**src/common/xmb_regs.vh**
```
// constants for the external memory bus pin controller
`ifndef XMB_REGS_VH
`define XMB_REGS_VH
// ==========================================
// bank width codes
`define XMB_WIDTH_8          2'h0
`define XMB_WIDTH_16         2'h1
`define XMB_WIDTH_32         2'h2
// ==========================================
// request space codes
`define XMB_SPACE_BANK0      2'h0
`define XMB_SPACE_BANK1      2'h1
`define XMB_SPACE_PERIPH     2'h2
// ==========================================
// field positions and sizes
`define XMB_DATA_W           32
`define XMB_ADDR_W           24
`define XMB_LANE_ADDR1_BIT   1
`define XMB_LANE_ADDR2_BIT   2
`endif

```
**src/rtl/xmb_bus_pins.v**
```verilog
// external memory bus pin controller
`timescale 1ns/1ns
`include "xmb_regs.vh"
module xmb_bus_pins (
    input  wire        mclk,
    input  wire        resetn,
    input  wire        reqValid,
    output reg         reqReady,
    input  wire        reqWrite,
    input  wire        reqFetch,
    input  wire [1:0]  reqSpace,
    input  wire [1:0]  reqSize,
    input  wire [23:0] reqAddr,
    input  wire [31:0] reqWdata,
    output reg         respValid,
    output reg  [31:0] respRdata,
    input  wire [1:0]  bank0Width,
    input  wire [1:0]  bank1Width,
    input  wire        ignore_hold_bit,
    input  wire        program_width_sel,
    input  wire        float_all_n,
    input  wire        holdReqN,
    input  wire        readyN,
    input  wire [31:0] dataIn,
    output reg  [31:0] dataOut,
    output reg         dataOe,
    output reg  [23:0] addrOut,
    output reg         addrOe,
    output reg         readWriteN,
    output reg         ctrlOe,
    output reg         peripheral_strobe_n,
    output reg         bank0_lane3_or_addr1,
    output reg         bank0_lane2_or_addr2,
    output reg         bank0_lane1_en_n,
    output reg         bank0_lane0_en_n,
    output reg         bank1_lane3_or_addr1,
    output reg         bank1_lane2_or_addr2,
    output reg         bank1_lane1_en_n,
    output reg         bank1_lane0_en_n,
    output reg         bus_hold_ack_n
);
    // ==========================================
    // states
    localparam [3:0] ST_IDLE = 4'h1;
    localparam [3:0] ST_ACC  = 4'h2;
    localparam [3:0] ST_HOLD = 4'h4;
    localparam [3:0] ST_GAP  = 4'h8;

    // ==========================================
    // pin synchronisers
    reg  [1:0]  holdSync;
    reg  [1:0]  floatSync;
    reg  [1:0]  readySync;
    reg  [1:0]  prgwSync;
    reg  [31:0] dataSync1;
    reg  [31:0] dataSync2;
    always @(posedge mclk) begin
        if (!resetn) begin
            holdSync  <= 2'h3;
            floatSync <= 2'h3;
            readySync <= 2'h3;
            prgwSync  <= 2'h0;
            dataSync1 <= 32'h0;
            dataSync2 <= 32'h0;
        end else begin
            holdSync  <= {holdSync[0], holdReqN};
            floatSync <= {floatSync[0], float_all_n};
            readySync <= {readySync[0], readyN};
            prgwSync  <= {prgwSync[0], program_width_sel};
            dataSync1 <= dataIn;
            dataSync2 <= dataSync1;
        end
    end
    wire holdWanted = ~holdSync[1] & ~ignore_hold_bit;
    wire floatAll   = ~floatSync[1];
    wire rdy        = ~readySync[1];

    // ==========================================
    // access registers
    reg  [3:0]  state;
    reg         curWrite;
    reg  [1:0]  curSpace;
    reg  [1:0]  curSize;
    reg  [23:0] curAddr;
    reg  [31:0] curWdata;
    reg         halfPhase;
    reg         splitFetch;
    reg  [15:0] lowHalf;

    function [1:0] effWidth;
        input [1:0] space;
        input [1:0] w0;
        input [1:0] w1;
        begin
            effWidth = (space == `XMB_SPACE_BANK1) ? w1 : w0;
        end
    endfunction

    wire [3:0] lanes0N;
    wire [3:0] lanes1N;
    wire [1:0] lowAddr = splitFetch ? {halfPhase, 1'b0} : curAddr[1:0];
    wire [1:0] effSize = splitFetch ? 2'h1 : curSize;
    // strobes only for the addressed bank
    // bank select
    // split fetch uses the half-width map: lane 3 pin carries the half select
    xmb_lane_map uLane0 (
        .bankWidth  (splitFetch ? `XMB_WIDTH_16 : bank0Width),
        .byteOffset (lowAddr),
        .accessSize (effSize),
        .selected   (curSpace == `XMB_SPACE_BANK0),
        .strobeN    (lanes0N)
    );
    xmb_lane_map uLane1 (
        .bankWidth  (splitFetch ? `XMB_WIDTH_16 : bank1Width),
        .byteOffset (lowAddr),
        .accessSize (effSize),
        .selected   (curSpace == `XMB_SPACE_BANK1),
        .strobeN    (lanes1N)
    );

    // ==========================================
    // sequencer
    always @(posedge mclk) begin
        if (!resetn) begin
            state      <= ST_IDLE;
            reqReady   <= 1'b0;
            respValid  <= 1'b0;
            respRdata  <= 32'h0;
            curWrite   <= 1'b0;
            curSpace   <= `XMB_SPACE_BANK0;
            curSize    <= 2'h2;
            curAddr    <= 24'h0;
            curWdata   <= 32'h0;
            halfPhase  <= 1'b0;
            splitFetch <= 1'b0;
            lowHalf    <= 16'h0;
            bus_hold_ack_n <= 1'b1;
        end else begin
            respValid <= 1'b0;
            reqReady  <= 1'b0;
            case (state)
                ST_IDLE: begin
                    if (holdWanted) begin
                        state <= ST_HOLD;
                    end else if (reqValid && !floatAll) begin
                        reqReady   <= 1'b1;
                        curWrite   <= reqWrite;
                        curSpace   <= reqSpace;
                        curSize    <= reqSize;
                        curAddr    <= reqAddr;
                        curWdata   <= reqWdata;
                        halfPhase  <= 1'b0;
                        splitFetch <= reqFetch & prgwSync[1] & ~reqWrite;
                        state      <= ST_ACC;
                    end
                end
                ST_ACC: begin
                    if (rdy) begin
                        if (splitFetch && !halfPhase) begin
                            lowHalf   <= dataSync2[15:0];
                            halfPhase <= 1'b1;
                        end else begin
                            respValid  <= ~curWrite;
                            respRdata  <= splitFetch ? {dataSync2[15:0], lowHalf} : dataSync2;
                            splitFetch <= 1'b0;
                            state      <= ST_GAP;
                        end
                    end
                end
                ST_HOLD: begin
                    if (holdWanted) begin
                        bus_hold_ack_n <= 1'b0;
                    end else begin
                        bus_hold_ack_n <= 1'b1;
                        state          <= ST_IDLE;
                    end
                end
                ST_GAP: begin
                    state <= ST_IDLE;
                end
                default: begin
                    state <= ST_IDLE;
                end
            endcase
        end
    end

    // ==========================================
    // registered pin outputs
    wire inAcc    = (state == ST_ACC);
    wire floating = floatAll | (state == ST_HOLD);
    always @(posedge mclk) begin
        if (!resetn) begin
            dataOut     <= 32'h0;
            dataOe      <= 1'b0;
            addrOut     <= 24'h0;
            addrOe      <= 1'b0;
            readWriteN  <= 1'b1;
            ctrlOe      <= 1'b0;
            peripheral_strobe_n  <= 1'b1;
            bank0_lane3_or_addr1 <= 1'b1;
            bank0_lane2_or_addr2 <= 1'b1;
            bank0_lane1_en_n     <= 1'b1;
            bank0_lane0_en_n     <= 1'b1;
            bank1_lane3_or_addr1 <= 1'b1;
            bank1_lane2_or_addr2 <= 1'b1;
            bank1_lane1_en_n     <= 1'b1;
            bank1_lane0_en_n     <= 1'b1;
        end else begin
            dataOe     <= ~floating & inAcc & curWrite;
            dataOut    <= curWdata;
            addrOe     <= ~floating;
            addrOut    <= {curAddr[23:2], lowAddr};
            ctrlOe     <= ~floating;
            readWriteN <= ~(inAcc & curWrite);
            peripheral_strobe_n  <= ~(inAcc & (curSpace == `XMB_SPACE_PERIPH));
            bank0_lane3_or_addr1 <= inAcc ? lanes0N[3] : 1'b1;
            bank0_lane2_or_addr2 <= inAcc ? lanes0N[2] : 1'b1;
            bank0_lane1_en_n     <= inAcc ? lanes0N[1] : 1'b1;
            bank0_lane0_en_n     <= inAcc ? lanes0N[0] : 1'b1;
            bank1_lane3_or_addr1 <= inAcc ? lanes1N[3] : 1'b1;
            bank1_lane2_or_addr2 <= inAcc ? lanes1N[2] : 1'b1;
            bank1_lane1_en_n     <= inAcc ? lanes1N[1] : 1'b1;
            bank1_lane0_en_n     <= inAcc ? lanes1N[0] : 1'b1;
        end
    end
endmodule

```
**src/rtl/xmb_lane_map.v**
```verilog
// byte lane and strobe encoder for one memory bank
`timescale 1ns/1ns
`include "xmb_regs.vh"
module xmb_lane_map (
    input  wire [1:0] bankWidth,
    input  wire [1:0] byteOffset,
    input  wire [1:0] accessSize,
    input  wire       selected,
    output reg  [3:0] strobeN
);
    // accessSize: 0 byte, 1 halfword, 2 word
    always @* begin
        strobeN = 4'hf;
        if (selected) begin
            case (bankWidth)
                `XMB_WIDTH_32: begin
                    // bank lanes chosen by offset and size
                    case (accessSize)
                        2'h0: strobeN = ~(4'h1 << byteOffset);
                        2'h1: strobeN = byteOffset[1] ? 4'h3 : 4'hc;
                        default: strobeN = 4'h0;
                    endcase
                end
                `XMB_WIDTH_16: begin
                    // upper pin carries addr bit 1, lane 2 unused and idle
                    strobeN[3] = byteOffset[1];
                    strobeN[2] = 1'b1;
                    strobeN[1] = (accessSize == 2'h0) ? ~byteOffset[0] : 1'b0;
                    strobeN[0] = (accessSize == 2'h0) ? byteOffset[0] : 1'b0;
                end
                default: begin
                    // 8-bit: both upper pins carry addr bits 1 and 0
                    strobeN[3] = byteOffset[1];
                    strobeN[2] = byteOffset[0];
                    strobeN[1] = 1'b1;
                    strobeN[0] = 1'b0;
                end
            endcase
        end
    end
endmodule

```
**config.mk**
```make
export PLATFORM = sky130hd
export DESIGN_NAME = xmb_bus_pins
export DESIGN_NICKNAME = d
export VERILOG_FILES = /design/src/rtl/xmb_bus_pins.v /design/src/rtl/xmb_lane_map.v
export VERILOG_INCLUDE_DIRS = /design/src /design/src/common
export SDC_FILE = /design/constraint.sdc
export NUM_CORES = 1
export LEC_CHECK = 0
export ABC_AREA = 1
export BUFFER_PORTS_ARGS = -buffer_cell sky130_fd_sc_hd__buf_2
export CAP_MARGIN = 10
export CORE_MARGIN = 8
export CORE_UTILIZATION = 57
export DETAILED_ROUTE_END_ITERATION = 8
export GPL_TIMING_DRIVEN = 0
export PLACE_DENSITY = 0.87
export SETUP_SLACK_MARGIN = 0.15
export SLEW_MARGIN = 20
export SYNTH_ARGS = -nofsm -noshare
export SYNTH_HDL_FRONTEND = slang
export SYNTH_SLANG_ARGS = --single-unit
```
**constraint.sdc**
```tcl
create_clock -name mclk -period 4.3 [get_ports mclk]
set_clock_uncertainty 0.05 [all_clocks]
set_input_delay 0.215 -clock mclk [delete_from_list [all_inputs] [get_ports mclk]]
set_output_delay 0.215 -clock mclk [all_outputs]
set_load 0.01 [all_outputs]
```
==> summary.md <==
| Metric | Value |
|---|---|
| Status | complete, no violations |
| Clock slew seen by the registers of the worst setup and hold paths | 0.06 ns |
| Slowest-stage cell, CP | clkbuf_1 |
| Critical path class | reg -> reg |
| Total GRT Usage | 0.274 |
| Max Freq | 0.485 GHz |
| Asr flop ratio synth | 0 |
| IO Port Bufs | 208 |
| Reg2reg end | bank1_lane0_en_n |
| Syn Area/Cell | 8.20 sq um |
| Fraction of layout cells with a size suffix above 1 | 0.210 |
| Largest net degree at the start of global routing | 15 |
| Fin. Hold Viols | 0 |
| DR vias/cell | 5.04 |
| Clock tree root driver cell | clkbuf_16 |
| Die width | 139 um |
| Leakage | 6.18 nW |
| Global-route wire length before repair | 42800 um |
| Worst setup path end | bank1_lane0_en_n |
| First-pass DRT Iterations | 8 |
| Rel. slew slack | 0.632 |
| Critical Path Fanout Max | 10 |
| Die Footprint | 19200 sq um |
| Ranking of synthesized cells by area | dfxtp_1 60%, nand2_1 8.6%, nor2_1 8.0%, inv_1 7.0%, o21ai_0 5.3% |
| Wire per inst | 17.0 um |
| Area growth syn-to-layout | 36.2% |
| RSZ-0062 raised after global routing | false |
| GPL Wtd Cong | 0.875 |
| Final period util | 0.479 |
| Yosys cell types | 26 |
| Launching point of the worst reg2reg path | splitFetch |
| Worst reg-to-reg path cell count | 11 |
| Pwr Density | 466 nW/um^2 |
| DRT antenna net count | 0 |
| Core Footprint | 15000 sq um |
| Max Cap Viol | 0 |
| Clock Latency Late Sink | 0.52 ns |
| Startpoint types | register |
| Antenna violations before repair | 6 |
| Post-Syn Nets | 1156 |
| Final setup vio count | 0 |
| Setup_tns | 0 ns |
| Initial Util | 0.573 |
| DR DRC count | 0 |
| GRT Residual Overflow | 0 |
| Final WL | 27000 um |
| Ys flop type | dfxtp_1 |
| # resized after CTS | 0 |
| Vias in the first global route | 8326 |
| # nets final | 1489 |
| Slew at the pin with the worst max-slew slack | 0.552 ns |
| DR iter-0 viols | 636 |
| Worst path max stage delay | 0.36 ns |
| Register area share after synthesis | 0.602 |
| CTS tree | yes |
| Row Count | 45 |
| VDD IR max | 0.390 mV |
| Worst Hold Class | in -> reg |
| Yosys warns | 0 |
| Dominant cell type by area after synthesis | dfxtp_1 |
| Post-Syn Instances | 1046 |
| CTS H-tree lvls | 1 |
| Detailed placer's ending HPWL | 15500 um |
| Hold Startpoint | reqFetch |
| CTS Buf Count | 25 |
| Mapped Area | 8570 sq um |
| Setup crit start | splitFetch |
| Synth top area share | 0.602 |
| Commonest cells in the synthesized netlist | 258 x dfxtp_1, 196 x nand2_1, 182 x nor2_1 |
| Worst hold slack | 0.0351 ns |
| CP Cell Sequence | buf_6, inv_2, buf_6, clkbuf_1, nand2_1, ha_1, inv_1, nand2_1, nor2_1, nor2_1, o21ai_0 |
| Max-slew violations | 0 |
| # IOs | 210 |
| Overall via count from detail_route | 8021 |
| R2R setup slack | 2.24 ns |
| CTS Buffer Depth | 3 |
| Worst EP arrival | 2.40 ns |
| Post-route minimum period | 2.06 ns |
| Req. time, crit path | 4.64 ns |
| Clk sinks | 258 |
| Count leader, synth | dfxtp_1 |
| Flops & latches, synth | 258 |
| CP endpoint kind | register |
| Post-synth EDFFs | 0 |
| Die height | 139 um |
[worst min-delay path by stage]
stage	slack, ns	end	cells past startpoint
global route	0.08	splitFetch	5
floorplan	0.26	dataSync1[0]	2
finish	0.04	splitFetch	5
global placement	0.34	peripheral_strobe_n	1
detailed placement	0.34	peripheral_strobe_n	1
CTS	0.02	splitFetch	5
[what timing repair did]
action / in CTS / in global routing
setup buffers: 0 / 0
hold buffers: 98 / 0
endpoints found under the hold margin: 99 / 0
[where the power goes]
group	internal [W]	total, W	switching, W
clock	0.00129	0.00220	0.000915
combinational	0.000250	0.000626	0.000376
sequential	0.00255	0.00262	0.0000632
[sequential cells by signal (all words and copies together), names as in the netlist, 16 cells and up]
name	flops
addrOut	24
curAddr	24
curWdata	32
dataOut	32
dataSync1	32
dataSync2	32
lowHalf	16
respRdata	32
[critical path, delay by kind of cell, from the launching register on]
kind / cells / cell delay, ns
adders and majority gates: 1 / 0.36
DFF: 1 / 0.31
buffers and inverters: 5 / 0.79
AOI/OAI and AO/OA: 1 / 0.10
and+or+nand+nor: 4 / 0.32
[logic make-up (layout without fill, tap and decap cells)]
logic type | count (synthesis) | after routing | share of synthesized area
adders and majority gates | 4 | 4 | 0.00584
AOI/OAI and AO/OA | 159 | 159 | 0.0932
other | 0 | 6 | 0
and+or+nand+nor | 408 | 408 | 0.191
DFF | 258 | 258 | 0.602
buffers and inverters | 217 | 568 | 0.107
[layout make-up]
cell class	count	area, sq um
diodes	6	15.0
plain buffers	50	293
clock buffers	40	772
clock inverters	5	57.6
fillers	880	3300
inverters	167	628
multi-input cells	571	2490
flip-flops and latches	258	5160
well taps	188	235
repair buffers	306	2020
[cells in the final DEF, fill, tap and decap left out, types with 6 or more instances in the layout]
cell	synthesis	layout
clkbuf_1	21	27
o21ai_0	91	91
clkbuf_8	0	9
diode_2	0	6
buf_6	11	11
dlygate4sd3_1	0	98
inv_2	6	6
nand3_1	12	12
nand2_1	196	196
or2_2	6	6
a21oi_1	64	64
dfxtp_1	258	258
buf_1	6	6
clkbuf_16	0	25
nor2_1	182	182
inv_1	160	160
buf_2	9	217
[layer usage]
layer  vias up  track usage  part of all wire
met5         -            0                 0
met4         0        0.192             0.069
met3       142       0.0795             0.089
met2       444        0.468              0.48
met1      3623        0.289              0.36
li1       3812            -                 -
[through the flow]
| step | util | total power, W | cell area, sq um | worst slack, ns | instances |
|---|---|---|---|---|---|
| final | 0.780 | 0.00545 | 11700 | 2.24 | 1591 |
| after CTS | 0.779 | 0.00538 | 11700 | 2.27 | 1585 |
| after floorplan | - | 0.00296 | 8570 | 2.60 | 1046 |
| after detailed placement | 0.658 | 0.00316 | 9850 | 2.29 | 1442 |
| after global routing | 0.780 | 0.00561 | 11700 | 2.06 | 1591 |
| after global placement | 0.658 | 0.00313 | 9850 | 2.30 | 1442 |
Note: power is estimated with default switching activity, not from simulation.
